===== src/djp_cfg.svh =====
/*
  Constants for the dual joystick port: configuration indices, field
  positions, reset values and timing counts.
  Assumes it is included by bare name wherever these names are used.
*/
`ifndef DJP_CFG_SVH
`define DJP_CFG_SVH

// ------------------------------------------------
// configuration indices
// ------------------------------------------------
`define DJP_IDX_BASE_HI 8'h60
`define DJP_IDX_BASE_LO 8'h61
`define DJP_IDX_ACTIVATE 8'h30
`define DJP_IDX_PWR_CTRL 8'h22

// ------------------------------------------------
// field positions
// ------------------------------------------------
`define DJP_ACT_BIT 0
`define DJP_PWR_JOY_BIT 2
`define DJP_BIT_S1_X 0
`define DJP_BIT_S1_Y 1
`define DJP_BIT_S2_X 2
`define DJP_BIT_S2_Y 3
`define DJP_BIT_S1_B1 4
`define DJP_BIT_S1_B2 5
`define DJP_BIT_S2_B1 6
`define DJP_BIT_S2_B2 7

// ------------------------------------------------
// offsets and reset values
// ------------------------------------------------
`define DJP_STATE_OFFSET 16'h0000
`define DJP_STATE_RESET 8'h00
`define DJP_BASE_RESET 8'h00
`define DJP_ACT_RESET 1'b0

// ------------------------------------------------
// timing
// ------------------------------------------------
`define DJP_CLK_MHZ 250
`define DJP_DISCH_NS 1000
`define DJP_DISCH_CYC ((`DJP_DISCH_NS * `DJP_CLK_MHZ + 999) / 1000)

`endif


===== src/djp_pkg.sv =====
/*
  Types shared by the dual joystick port modules.
  Assumes djp_cfg.svh carries the numeric constants.
*/
package djp_pkg;

  typedef enum logic [1:0] {
    DJP_IDLE,
    DJP_DISCHARGE,
    DJP_CHARGE
  } djp_axis_state_t;

  typedef logic [7:0] djp_byte_t;

endpackage


===== src/djp_axis_timer.sv =====
/*
  One axis timer: holds its output high from a discharge trigger until the
  synchronised threshold comparator reports the timing pin at two thirds
  of the reference, then clears its output and discharges the pin.
  Assumes the trigger is a one-cycle pulse and the threshold input is
  already synchronised to i_ref_clk.
*/
`timescale 1ns/1ps
`include "djp_cfg.svh"

module djp_axis_timer #(
  parameter int DISCH_CYC = `DJP_DISCH_CYC
) (
  input wire logic i_ref_clk,
  input wire logic i_reset,
  input wire logic i_trigger,
  input wire logic i_above_threshold,
  output logic o_timer_out,
  output logic o_discharge_oe_n
);

  localparam int CW = $clog2(DISCH_CYC + 1);
  localparam logic [CW-1:0] CNT_LOAD = CW'(DISCH_CYC);
  localparam logic [CW-1:0] CNT_ONE = CW'(1);

  djp_pkg::djp_axis_state_t state_r;
  djp_pkg::djp_axis_state_t state_nxt;
  logic [CW-1:0] cnt_r;
  logic [CW-1:0] cnt_nxt;

  // ------------------------------------------------
  // next state
  // ------------------------------------------------
  always_comb begin
    state_nxt = state_r;
    cnt_nxt = cnt_r;
    if (i_trigger) begin
      state_nxt = djp_pkg::DJP_DISCHARGE;
      cnt_nxt = CNT_LOAD;
    end else begin
      unique case (state_r)
        djp_pkg::DJP_IDLE: begin
          state_nxt = djp_pkg::DJP_IDLE;
        end
        djp_pkg::DJP_DISCHARGE: begin
          cnt_nxt = cnt_r - CNT_ONE;
          if (cnt_r <= CNT_ONE) begin
            state_nxt = djp_pkg::DJP_CHARGE;
          end
        end
        djp_pkg::DJP_CHARGE: begin
          if (i_above_threshold) begin
            state_nxt = djp_pkg::DJP_IDLE;
          end
        end
      endcase
    end
  end

  // ------------------------------------------------
  // state and pin flops
  // ------------------------------------------------
  always_ff @(posedge i_ref_clk) begin
    if (i_reset) begin
      state_r <= djp_pkg::DJP_IDLE;
      cnt_r <= '0;
      o_timer_out <= 1'b0;
      o_discharge_oe_n <= 1'b0;
    end else begin
      state_r <= state_nxt;
      cnt_r <= cnt_nxt;
      o_timer_out <= (state_nxt != djp_pkg::DJP_IDLE);
      o_discharge_oe_n <= (state_nxt == djp_pkg::DJP_CHARGE);
    end
  end

endmodule


===== src/djp_joystick_port.sv =====
/*
  Dual joystick port: host I/O decode, configuration bytes, pin
  synchronisers, four axis timers and the read-only joystick state byte.
  Assumes host I/O and configuration strobes are levels on i_ref_clk;
  timing comparators and buttons are asynchronous pins.
*/
`timescale 1ns/1ps
`include "djp_cfg.svh"

module djp_joystick_port #(
  parameter int DISCH_CYC = `DJP_DISCH_CYC
) (
  input wire logic i_ref_clk,
  input wire logic i_reset,
  input wire logic [15:0] i_io_addr,
  input wire logic i_io_rd,
  input wire logic i_io_wr,
  output logic [7:0] o_io_rdata,
  output logic o_io_rd_hit,
  input wire logic [7:0] i_cfg_index,
  input wire logic i_cfg_rd,
  input wire logic i_cfg_wr,
  input wire logic [7:0] i_cfg_wdata,
  output logic [7:0] o_cfg_rdata,
  input wire logic [1:0] i_x_axis_timing_pin,
  input wire logic [1:0] i_y_axis_timing_pin,
  output logic [1:0] o_x_axis_timing_pin,
  output logic [1:0] o_x_axis_timing_pin_oe_n,
  output logic [1:0] o_y_axis_timing_pin,
  output logic [1:0] o_y_axis_timing_pin_oe_n,
  input wire logic i_stick1_button_one,
  input wire logic i_stick1_button_two,
  input wire logic i_stick2_button_one,
  input wire logic i_stick2_button_two,
  output logic [7:0] o_joystick_state,
  output logic o_joystick_active
);

  // ------------------------------------------------
  // helpers
  // ------------------------------------------------
  function automatic logic io_hit(input logic [15:0] addr, input logic [15:0] base,
                                  input logic active);
    io_hit = active && (addr == 16'(base + `DJP_STATE_OFFSET));
  endfunction

  // ------------------------------------------------
  // declarations
  // ------------------------------------------------
  djp_pkg::djp_byte_t base_hi_r;
  djp_pkg::djp_byte_t base_lo_r;
  logic active_r;
  logic [7:0] pins_meta_r;
  logic [7:0] pins_sync_r;
  logic wr_hit_r;
  logic [1:0] pin_low_r;
  logic [3:0] timer_bit;
  logic [3:0] dis_oe_n;
  logic [3:0] above;
  logic [15:0] base_addr;
  logic joystick_read_strobe;
  logic joystick_write_strobe;
  logic discharge_trig;
  logic cfg_wr_hi;
  logic cfg_wr_lo;
  logic cfg_wr_act;
  logic active_nxt;
  djp_pkg::djp_byte_t state_byte;
  djp_pkg::djp_byte_t cfg_rd_mux;
  djp_pkg::djp_byte_t io_rd_mux;

  // ------------------------------------------------
  // address decode
  // ------------------------------------------------
  assign base_addr = {base_hi_r, base_lo_r};
  assign joystick_read_strobe = i_io_rd && io_hit(i_io_addr, base_addr, active_r);
  assign joystick_write_strobe = i_io_wr && io_hit(i_io_addr, base_addr, active_r);
  assign discharge_trig = wr_hit_r && !i_io_wr;

  // ------------------------------------------------
  // configuration bytes
  // ------------------------------------------------
  assign cfg_wr_hi = i_cfg_wr && (i_cfg_index == `DJP_IDX_BASE_HI);
  assign cfg_wr_lo = i_cfg_wr && (i_cfg_index == `DJP_IDX_BASE_LO);
  assign cfg_wr_act = i_cfg_wr && (i_cfg_index == `DJP_IDX_ACTIVATE);
  assign active_nxt = cfg_wr_act ? i_cfg_wdata[`DJP_ACT_BIT] :
                      (i_cfg_wr && (i_cfg_index == `DJP_IDX_PWR_CTRL)) ?
                      i_cfg_wdata[`DJP_PWR_JOY_BIT] : active_r;
  assign cfg_rd_mux = (i_cfg_index == `DJP_IDX_BASE_HI) ? base_hi_r :
                      (i_cfg_index == `DJP_IDX_BASE_LO) ? base_lo_r :
                      (i_cfg_index == `DJP_IDX_ACTIVATE) ? 8'(active_r) << `DJP_ACT_BIT :
                      (i_cfg_index == `DJP_IDX_PWR_CTRL) ? 8'(active_r) << `DJP_PWR_JOY_BIT :
                      8'h00;

  always_ff @(posedge i_ref_clk) begin
    if (i_reset) begin
      base_hi_r <= `DJP_BASE_RESET;
      base_lo_r <= `DJP_BASE_RESET;
      active_r <= `DJP_ACT_RESET;
    end else begin
      if (cfg_wr_hi) begin
        base_hi_r <= i_cfg_wdata;
      end
      if (cfg_wr_lo) begin
        base_lo_r <= i_cfg_wdata;
      end
      active_r <= active_nxt;
    end
  end

  always_ff @(posedge i_ref_clk) begin
    if (i_reset) begin
      o_cfg_rdata <= 8'h00;
      o_joystick_active <= `DJP_ACT_RESET;
    end else begin
      o_cfg_rdata <= i_cfg_rd ? cfg_rd_mux : 8'h00;
      o_joystick_active <= active_nxt;
    end
  end

  // ------------------------------------------------
  // pin synchronisers
  // ------------------------------------------------
  always_ff @(posedge i_ref_clk) begin
    if (i_reset) begin
      pins_meta_r <= 8'h00;
      pins_sync_r <= 8'h00;
    end else begin
      pins_meta_r <= {i_stick2_button_two, i_stick2_button_one,
                      i_stick1_button_two, i_stick1_button_one,
                      i_y_axis_timing_pin[1], i_x_axis_timing_pin[1],
                      i_y_axis_timing_pin[0], i_x_axis_timing_pin[0]};
      pins_sync_r <= pins_meta_r;
    end
  end

  assign above = pins_sync_r[3:0];

  // ------------------------------------------------
  // axis timers
  // ------------------------------------------------
  for (genvar g = 0; g < 4; g++) begin : g_axis
    djp_axis_timer #(
      .DISCH_CYC(DISCH_CYC)
    ) u_timer (
      .i_ref_clk(i_ref_clk),
      .i_reset(i_reset),
      .i_trigger(discharge_trig),
      .i_above_threshold(above[g]),
      .o_timer_out(timer_bit[g]),
      .o_discharge_oe_n(dis_oe_n[g])
    );
  end

  assign o_x_axis_timing_pin_oe_n = {dis_oe_n[`DJP_BIT_S2_X], dis_oe_n[`DJP_BIT_S1_X]};
  assign o_y_axis_timing_pin_oe_n = {dis_oe_n[`DJP_BIT_S2_Y], dis_oe_n[`DJP_BIT_S1_Y]};
  assign o_x_axis_timing_pin = pin_low_r;
  assign o_y_axis_timing_pin = pin_low_r;

  // ------------------------------------------------
  // state byte and host read
  // ------------------------------------------------
  assign state_byte = {pins_sync_r[`DJP_BIT_S2_B2], pins_sync_r[`DJP_BIT_S2_B1],
                       pins_sync_r[`DJP_BIT_S1_B2], pins_sync_r[`DJP_BIT_S1_B1],
                       timer_bit[`DJP_BIT_S2_Y], timer_bit[`DJP_BIT_S2_X],
                       timer_bit[`DJP_BIT_S1_Y], timer_bit[`DJP_BIT_S1_X]};
  assign io_rd_mux = joystick_read_strobe ? state_byte : 8'h00;

  always_ff @(posedge i_ref_clk) begin
    if (i_reset) begin
      wr_hit_r <= 1'b0;
      pin_low_r <= 2'b00;
      o_io_rdata <= `DJP_STATE_RESET;
      o_io_rd_hit <= 1'b0;
      o_joystick_state <= `DJP_STATE_RESET;
    end else begin
      wr_hit_r <= joystick_write_strobe;
      pin_low_r <= 2'b00;
      o_io_rdata <= io_rd_mux;
      o_io_rd_hit <= joystick_read_strobe;
      o_joystick_state <= state_byte;
    end
  end

  // ------------------------------------------------
  // assertions
  // ------------------------------------------------
  property p_state_map;
    @(posedge i_ref_clk) disable iff (i_reset)
    $rose(timer_bit[2]) |-> ##1 o_joystick_state[2] && (o_joystick_state[7:4] ==
      {$past(pins_sync_r[7]), $past(pins_sync_r[6]), $past(pins_sync_r[5]),
       $past(pins_sync_r[4])});
  endproperty
  a_state_map: assert property (p_state_map)
    else $error("state byte field mapping wrong");

  property p_read_value;
    @(posedge i_ref_clk) disable iff (i_reset)
    joystick_read_strobe |=> o_io_rd_hit && (o_io_rdata == o_joystick_state);
  endproperty
  a_read_value: assert property (p_read_value)
    else $error("host read does not return live state");

  property p_write_discharge;
    @(posedge i_ref_clk) disable iff (i_reset)
    (wr_hit_r && !i_io_wr) |=> (dis_oe_n == 4'h0) && (timer_bit == 4'hF);
  endproperty
  a_write_discharge: assert property (p_write_discharge)
    else $error("write trailing edge did not discharge all pins");

  property p_no_early_discharge;
    @(posedge i_ref_clk) disable iff (i_reset)
    (joystick_write_strobe && dis_oe_n[0]) |=> dis_oe_n[0] || !timer_bit[0];
  endproperty
  a_no_early_discharge: assert property (p_no_early_discharge)
    else $error("discharge began before write strobe ended");

  property p_threshold;
    @(posedge i_ref_clk) disable iff (i_reset)
    (dis_oe_n[1] && above[1] && !discharge_trig) |=> !timer_bit[1] && !dis_oe_n[1];
  endproperty
  a_threshold: assert property (p_threshold)
    else $error("axis timer ignored threshold");

  property p_decode_addr;
    @(posedge i_ref_clk) disable iff (i_reset)
    (i_io_rd && (i_io_addr != {base_hi_r, base_lo_r})) |=> !o_io_rd_hit;
  endproperty
  a_decode_addr: assert property (p_decode_addr)
    else $error("read answered at wrong address");

  property p_base_bytes;
    @(posedge i_ref_clk) disable iff (i_reset)
    cfg_wr_hi |=> base_addr == {$past(i_cfg_wdata), $past(base_lo_r)};
  endproperty
  a_base_bytes: assert property (p_base_bytes)
    else $error("base address high byte not applied");

  property p_inactive;
    @(posedge i_ref_clk) disable iff (i_reset)
    (!active_r && (i_io_rd || i_io_wr)) |=> !o_io_rd_hit && !wr_hit_r;
  endproperty
  a_inactive: assert property (p_inactive)
    else $error("decode while not activated");

  property p_mirror;
    @(posedge i_ref_clk) disable iff (i_reset)
    (i_cfg_wr && (i_cfg_index == `DJP_IDX_PWR_CTRL)) |=>
      (active_r == $past(i_cfg_wdata[`DJP_PWR_JOY_BIT])) && (o_joystick_active == active_r);
  endproperty
  a_mirror: assert property (p_mirror)
    else $error("activate bit does not mirror power control bit");

  property p_reset_value;
    @(posedge i_ref_clk)
    i_reset |=> o_joystick_state == 8'h00 && o_io_rdata == 8'h00;
  endproperty
  a_reset_value: assert property (p_reset_value)
    else $error("state not 00h after reset");

  property p_hold_high;
    @(posedge i_ref_clk) disable iff (i_reset)
    (dis_oe_n[3] && !above[3]) |=> timer_bit[3];
  endproperty
  a_hold_high: assert property (p_hold_high)
    else $error("axis bit fell before threshold");

  property p_decode_hit;
    @(posedge i_ref_clk) disable iff (i_reset)
    (i_io_rd && active_r && (i_io_addr == {base_hi_r, base_lo_r})) |=>
      o_io_rd_hit && (o_io_rdata == $past(state_byte));
  endproperty
  a_decode_hit: assert property (p_decode_hit)
    else $error("read at base address not answered");

  property p_pins_low;
    @(posedge i_ref_clk) disable iff (i_reset)
    discharge_trig |=> (o_x_axis_timing_pin == 2'b00) && (o_y_axis_timing_pin == 2'b00) &&
      (o_x_axis_timing_pin_oe_n == 2'b00) && (o_y_axis_timing_pin_oe_n == 2'b00);
  endproperty
  a_pins_low: assert property (p_pins_low)
    else $error("timing pins not driven low after write");

  property p_trigger_hold;
    @(posedge i_ref_clk) disable iff (i_reset)
    discharge_trig |=> (timer_bit == 4'hF) [*2];
  endproperty
  a_trigger_hold: assert property (p_trigger_hold)
    else $error("axis bits not held high after discharge");

  property p_reset_pins;
    @(posedge i_ref_clk)
    i_reset |=> (dis_oe_n == 4'h0) && (timer_bit == 4'h0) && !o_io_rd_hit;
  endproperty
  a_reset_pins: assert property (p_reset_pins)
    else $error("pins or axis bits wrong after reset");

endmodule


===== config.mk =====
export PLATFORM = sky130hd
export DESIGN_NAME = djp_joystick_port
export DESIGN_NICKNAME = d
export VERILOG_FILES = /design/src/djp_pkg.sv /design/src/djp_axis_timer.sv /design/src/djp_joystick_port.sv
export VERILOG_INCLUDE_DIRS = /design/src /design/src/src
export SDC_FILE = /design/constraint.sdc
export NUM_CORES = 1
export LEC_CHECK = 0
export ABC_CLOCK_PERIOD_IN_PS = 2300
export BUFFER_PORTS_ARGS = -buffer_cell sky130_fd_sc_hd__buf_2
export CAP_MARGIN = 20
export CORE_MARGIN = 8
export CORE_UTILIZATION = 33
export CTS_BUF_LIST = sky130_fd_sc_hd__clkbuf_4 sky130_fd_sc_hd__clkbuf_8 sky130_fd_sc_hd__clkbuf_16
export DETAILED_ROUTE_END_ITERATION = 8
export SKIP_LAST_GASP = 1
export SLEW_MARGIN = 25
export SYNTH_ARGS = -nofsm -noshare
export SYNTH_HDL_FRONTEND = slang
export SYNTH_HIERARCHICAL = 1
export SYNTH_SLANG_ARGS = --single-unit

===== constraint.sdc =====
create_clock -name i_ref_clk -period 2.3 [get_ports i_ref_clk]
set_input_delay 0.46 -clock i_ref_clk [delete_from_list [all_inputs] [get_ports i_ref_clk]]
set_output_delay 0.46 -clock i_ref_clk [all_outputs]
set_load 0.05 [all_outputs]

==> flow_metrics.env, run 1 <==
export IMPL_cts_setup_buffers=0
export IMPL_drive_above_1_share_pct=20.7
export IMPL_grt_first_pass_wirelength_um=16000
export IMPL_p_int_mw=2.69
export IMPL_cts_buffer_depth=2
export IMPL_place_gp_congestion=0.833
export IMPL_synth_adder_area_share_pct=4.45
export IMPL_synth_edff_count=0
export IMPL_power_leakage_nw=2.25
export IMPL_ys_seq_area_share_pct=47.6
export IMPL_synth_area_mux_share_pct=4.89
export IMPL_routedWlPerCell_um=13.2
export IMPL_fin_area_mm2=0.00535
export IMPL_p_sw_uw=791
export IMPL_drc_errors=0
export IMPL_cp_arrival_ps=1970
export IMPL_cts_htree_levels=3
export IMPL_clk_latency_ps=340
export IMPL_core_area_mm2=0.0133
export IMPL_hold_buffers=0
export IMPL_setup_viol=0
export IMPL_netlist_area_mm2=0.00450
export IMPL_cts_made_buffers=9
export IMPL_portBuffers=75
export IMPL_hold_class="in2reg"
export IMPL_critPathKind="reg2reg"
export IMPL_grt_overflow_total=0
export IMPL_synth_compound_area_share_pct=7.36
export IMPL_viasPerCell=4.57
export IMPL_cts_tree="yes"
export IMPL_diodes=0
export IMPL_grt_max_degree=43
export IMPL_netSwitchingFraction_pct=22.7
export IMPL_finalWirelength_um=9440
export IMPL_die_height_um=133
export IMPL_timing_setup_tns_ps=0
export IMPL_synth_cell_type_count=43
export IMPL_syn_area_per_cell_um2=9.77
export IMPL_max_slew_margin_rel_pct=61.9
export IMPL_synth_xor_area_share_pct=8.56
export IMPL_post_route_period_util_pct=75.8
export IMPL_drt_iter0_drc=158
export IMPL_grt_antenna_before_repair=0
export IMPL_holdWs_ps=329
export IMPL_clock_skew_ps=9.52
export IMPL_p_clk_share_pct=41.6
export IMPL_final_nets=599
export IMPL_start_util_pct=33.9
export IMPL_synthArstFlopShare_pct=0
export IMPL_synth_ff_latch_count=107
export IMPL_maxCapViolCount=0
export IMPL_finalMaxSlewViolations=0
export IMPL_fin_crit_ps=1740
export IMPL_critPathMaxFanout=8
export IMPL_final_common_cell="dfxtp_1"
export IMPL_area_growth_pct=18.9
export IMPL_cts_repair_resized=0
export IMPL_synth_top_family_by_area="simple AND/OR/NAND/NOR gates"
export IMPL_ys_flop_type="dfxtp_1"
export IMPL_vias=3279
export IMPL_status="finished, final reports clean"
export IMPL_final_cell_mix="dfxtp_1, buf_2, nor2_1"
export IMPL_startpoint_type="flop"
export IMPL_tightest_slew_ps=568
export IMPL_dp_hpwl_um=7090
export IMPL_setup_worst_path_end_class="flop"
export IMPL_post_place_ws_ps=460
export IMPL_boundaryPins=80
export IMPL_path_clk_slew_ps=80
export IMPL_grt_usage_pct=10.8
export IMPL_first_pass_iters=4
export IMPL_ant_nets=0
export IMPL_cp_data_required_time_ps=2520
export IMPL_die_w_um=133
export IMPL_rsz0062_at_grt="no"
export IMPL_synth_warnings=6
export IMPL_finalHoldViolCount=0
export IMPL_synth_simple_area_share_pct=22.7
export IMPL_netlist_instances=461
export IMPL_fmax_mhz=574
export IMPL_cts_sinks=107
export IMPL_setup_ws_ps=557
export IMPL_grt_pass1_vias=3372
export IMPL_p_per_area_mw_per_mm2=649
export IMPL_placed_area_mm2=0.00507
export IMPL_die_area_mm2=0.0176
export IMPL_cts_root_buffer="clkbuf_16"
export IMPL_row_count=42
export IMPL_p_seq_share_pct=53.8
export IMPL_ir_drop_uv=302
export IMPL_p_comb_share_pct=4.6
==> worst max-delay path, cell delays in order, from the launching register on <==
cell     delay (ps)
dfxtp_1         330
inv_1            50
ha_1            310
or3b_1          450
nor4_1          250
xnor2_1         160
a21oi_1          80
==> cells in the mapped netlist (all sizes together), types with 13 or more instances <==
cell	number	area, µm²
nor2	39	146
dfxtp	107	2140
a21oi	30	150
xnor2	27	236
mux2i	22	220
o21ai	13	65.1
inv	29	109
nor2b	34	213
nor3	30	170
nand2	22	82.6
ha	16	200
xor2	17	149
==> layout make-up <==
type / instances / area, µm²
clock buffers: 10 / 233
clock inverters: 5 / 47.5
fillers: 1308 / 7940
inverters: 29 / 109
multi-input cells: 310 / 2180
flip-flops and latches: 107 / 2140
well taps: 176 / 220
repair buffers: 80 / 425
==> worst paths after layout <==
| path | startpoint | endpoint | slack (ps) | depth (start not counted) |
|---|---|---|---|---|
| worst min register to register | pins_meta_r[7]$_SDFF_PP0_ | pins_sync_r[7]$_SDFF_PP0_ | 440 | 1 |
| worst max-delay path | g_axis[1].u_timer/state_r[1]$_SDFF_PP0_ | g_axis[1].u_timer/cnt_r[5]$_SDFFE_PP0P_ | 560 | 6 |
| worst min-delay path | i_stick2_button_two | pins_meta_r[7]$_SDFF_PP0_ | 330 | 2 |
| worst max register to register | g_axis[1].u_timer/state_r[1]$_SDFF_PP0_ | g_axis[1].u_timer/cnt_r[5]$_SDFFE_PP0P_ | 560 | 6 |
==> sequential cells by signal, indices dropped and copies added (netlist names), 4 cells and up <==
register	cells
g_axis.u_timer/o_discharge_oe_n	4
o_io_rdata	8
pins_meta_r	8
g_axis.u_timer/cnt_r	32
o_joystick_state	8
g_axis.u_timer/state_r	8
base_lo_r	8
base_hi_r	8
pins_sync_r	8
o_cfg_rdata	8
g_axis.u_timer/o_timer_out	4
==> through the flow <==
stage | util (%) | total power, mW | instances
5_1_grt | 40.3 | 3.61 | 717
4_1_cts | 40.3 | 3.52 | 717
2_1_floorplan | - | 2.00 | 464
3_3_place_gp | 38.2 | 2.07 | 702
6_report | 40.3 | 3.48 | 717
3_5_place_dp | 38.2 | 2.07 | 702
==> power by group through the flow <==
stage                     combinational, mW  clock, mW  sequential (mW)
after detailed placement              0.160          0             1.91
after global routing                  0.172       1.56             1.87
after global placement                0.158          0             1.91
after floorplan                      0.0843          0             1.92
final                                 0.159       1.45             1.87
after CTS                             0.160       1.49             1.87
==> cell families (layout without fill, tap and decap cells) <==
logic type | after synthesis | count (layout)
compound gates | 57 | 57
xor+xnor | 44 | 44
fa+ha+maj | 16 | 16
buf+inv | 47 | 124
flops | 107 | 107
mux | 22 | 22
other cells | 1 | 4
simple gates | 167 | 167
==> routing by layer <==
layer | part of all wire (%) | GRT usage [%] | routed length [µm]
met2 | 46 | 17.4 | 4350
met4 | 1.2 | 3.97 | 115
met3 | 4.8 | 2.99 | 449
met1 | 48 | 13.6 | 4530
met5 | 0 | 0 | 0
(Power assumes the default switching activity.)
==> run 2: changes to the inputs <==
- ABC_CLOCK_PERIOD_IN_PS: 2300 -> 1500
- clock period: 2.3 -> 1.5 ns (I/O delays scaled with it)
==> run 2 against run 1 <==
Effect of this change:
- the flow now finishes with violations (negative setup slack)
- die area is the same
- sequential power is 53% higher
- cell area increased by 6.6%
- first-iteration DRC count is 35% lower
- worst setup slack got worse by 590 ps
==> flow_metrics.env, run 2 (synthesized netlist as in run 1, its figures left out) <==
export IMPL_status="finished with violations"
export IMPL_violations="negative setup slack"
export IMPL_cp_data_required_time_ps=1720
export IMPL_finalPower_mw=5.22
export IMPL_portBuffers=75
export IMPL_grt_pass1_vias=3659
export IMPL_finalHoldViolCount=0
export IMPL_cp_arrival_ps=1750
export IMPL_vias=3421
export IMPL_ant_nets=0
export IMPL_grt_max_degree=43
export IMPL_p_comb_share_pct=5.0
export IMPL_reg2reg_to="g_axis[0].u_timer/cnt_r[7]$_SDFFE_PP0P_"
export IMPL_regToRegSetupSlack_ps=-30
export IMPL_p_per_area_mw_per_mm2=915
export IMPL_hold_buffers=0
export IMPL_startpoint_type="flop"
export IMPL_critPathMaxFanout=3
export IMPL_p_seq_share_pct=55.0
export IMPL_cts_tree="yes"
export IMPL_crit_path_cell_trace="inv_2, ha_4, or3b_4, buf_4, nor3_2, xnor2_1, a21oi_1"
export IMPL_drt_iter0_drc=103
export IMPL_p_int_mw=4.09
export IMPL_row_count=42
export IMPL_hold_end="pins_meta_r[2]$_SDFF_PP0_"
export IMPL_clock_skew_ps=6.09
export IMPL_viasPerCell=4.64
export IMPL_final_common_cell="dfxtp_1"
export IMPL_critPathKind="reg2reg"
export IMPL_slowest_stage="or3b_4"
export IMPL_grt_first_pass_wirelength_um=17600
export IMPL_largest_register_ffs=32
export IMPL_fin_crit_ps=1530
export IMPL_r2r_start="g_axis[0].u_timer/state_r[1]$_SDFF_PP0_"
export IMPL_drc_errors=0
export IMPL_routedWlPerCell_um=14.1
export IMPL_cp_slowest_stage_delay_ps=400
export IMPL_place_gp_congestion=0.845
export IMPL_p_sw_mw=1.13
export IMPL_cts_made_buffers=9
export IMPL_dp_hpwl_um=7800
export IMPL_stdcell_count=738
export IMPL_grtUsageMet3_pct=4.81
export IMPL_die_area_mm2=0.0176
export IMPL_fmax_mhz=652
export IMPL_final_nets=623
export IMPL_post_route_period_util_pct=102
export IMPL_cts_sinks=107
export IMPL_cts_htree_levels=3
export IMPL_holdPathStages=2
export IMPL_boundaryPins=80
export IMPL_setup_worst_path_end_class="flop"
export IMPL_reg2reg_depth=7
export IMPL_setup_viol=6
export IMPL_power_leakage_nw=2.40
export IMPL_ir_drop_uv=617
export IMPL_die_height_um=133
export IMPL_grtUsageMet1_pct=14.4
export IMPL_setup_ws_ps=-32.9
export IMPL_cts_root_buffer="clkbuf_16"
export IMPL_grt_antenna_before_repair=0
export IMPL_die_w_um=133
export IMPL_hp_start="i_x_axis_timing_pin[1]"
export IMPL_finalWirelength_um=10400
export IMPL_grt_busiest_layer="met2"
export IMPL_netSwitchingFraction_pct=21.6
export IMPL_start_util_pct=33.9
export IMPL_cts_buffer_depth=2
export IMPL_first_pass_iters=4
export IMPL_final_cell_mix="dfxtp_1, buf_2, nor2_1"
export IMPL_grtUsageMet2_pct=19.3
export IMPL_maxCapViolCount=0
export IMPL_hold_class="in2reg"
export IMPL_core_area_mm2=0.0133
export IMPL_rsz0062_at_grt="yes"
export IMPL_grt_usage_pct=12.1
export IMPL_grt_overflow_total=0
export IMPL_clk_latency_ps=340
export IMPL_finalMaxSlewViolations=0
export IMPL_area_growth_pct=26.7
export IMPL_path_clk_slew_ps=70
export IMPL_drive_above_1_share_pct=30.4
export IMPL_holdWs_ps=174
export IMPL_crit_start="g_axis[0].u_timer/state_r[1]$_SDFF_PP0_"
export IMPL_regMostFlops="g_axis.u_timer/cnt_r"
export IMPL_p_clk_share_pct=40.0
export IMPL_diodes=0
export IMPL_placed_cells=722
## run 2: changes by cell type in the layout (fill, tap and decap cells not counted), moves of 5 or more
cell / delta
nor3_1: -5
nor4_1: -6
buf_4: +23
dfxtp_1: -10
dfxtp_2: +10
## run 2: layer usage
metal  wire length, µm  vias to the layer above
li1                  -                     1730
met1              4690                     1595
met2              4880                       84
met3               730                       12
met4               133                        0
met5                 0                        -
## run 2: worst max-delay path by stage
stage,slack [ps],to
2_1_floorplan,-30,g_axis[0].u_timer/cnt_r[7]$_SDFFE_PP0P_
3_3_place_gp,-50,o_io_rdata[5]$_SDFF_PP0_
3_5_place_dp,-40,base_lo_r[3]$_SDFFE_PP0P_
4_1_cts,-3,g_axis[0].u_timer/cnt_r[5]$_SDFFE_PP0P_
5_1_grt,-100,g_axis[0].u_timer/cnt_r[7]$_SDFFE_PP0P_
6_report,-30,g_axis[0].u_timer/cnt_r[7]$_SDFFE_PP0P_
## run 2: metrics by stage
| step | utilization [%] | setup WS (ps) | area, µm² | TNS, ps |
|---|---|---|---|---|
| 2_1_floorplan | - | -29.7 | 4600 | -71.5 |
| 3_3_place_gp | 39.8 | -48.2 | 5290 | -268 |
| 3_5_place_dp | 39.8 | -43.6 | 5290 | -149 |
| 4_1_cts | 41.6 | -2.86 | 5540 | -2.86 |
| 5_1_grt | 42.9 | -96.0 | 5700 | -1020 |
| 6_report | 42.9 | -32.9 | 5700 | -72.5 |
## run 2: final cells by class
| cell class | instances | area, µm² |
|---|---|---|
| sequential | 107 | 2150 |
| inverter | 29 | 109 |
| clock inverter | 1 | 5.00 |
| timing repair buffer | 104 | 609 |
| fill | 1301 | 7590 |
| tap | 176 | 220 |
| multi-input combinational | 310 | 2370 |
| clock buffer | 11 | 240 |
## run 2: repair_timing
action | CTS | global route
endpoints found under the setup margin | 1 | 35
setup buffers | 0 | 4
pin swaps | 0 | 17
resized for setup | 1 | 34
## run 2: power groups by stage
| stage | registers, mW | clock network, mW | logic (mW) |
|---|---|---|---|
| final | 2.87 | 2.09 | 0.261 |
| after global routing | 2.87 | 2.26 | 0.284 |
| after CTS | 2.87 | 2.15 | 0.261 |
| after detailed placement | 2.94 | 0 | 0.261 |
| after global placement | 2.94 | 0 | 0.258 |
| after floorplan | 2.94 | 0 | 0.129 |
## run 2: worst max-delay path, delay by kind of cell, from the launching register on
family                     cells  cell delay, ps
xor gates and xnor gates       1             140
DFF                            1             330
buffers and inverters          2             210
adders and majority gates      1             120
AOI/OAI and AO/OA              1              80
and+or+nand+nor                2             540
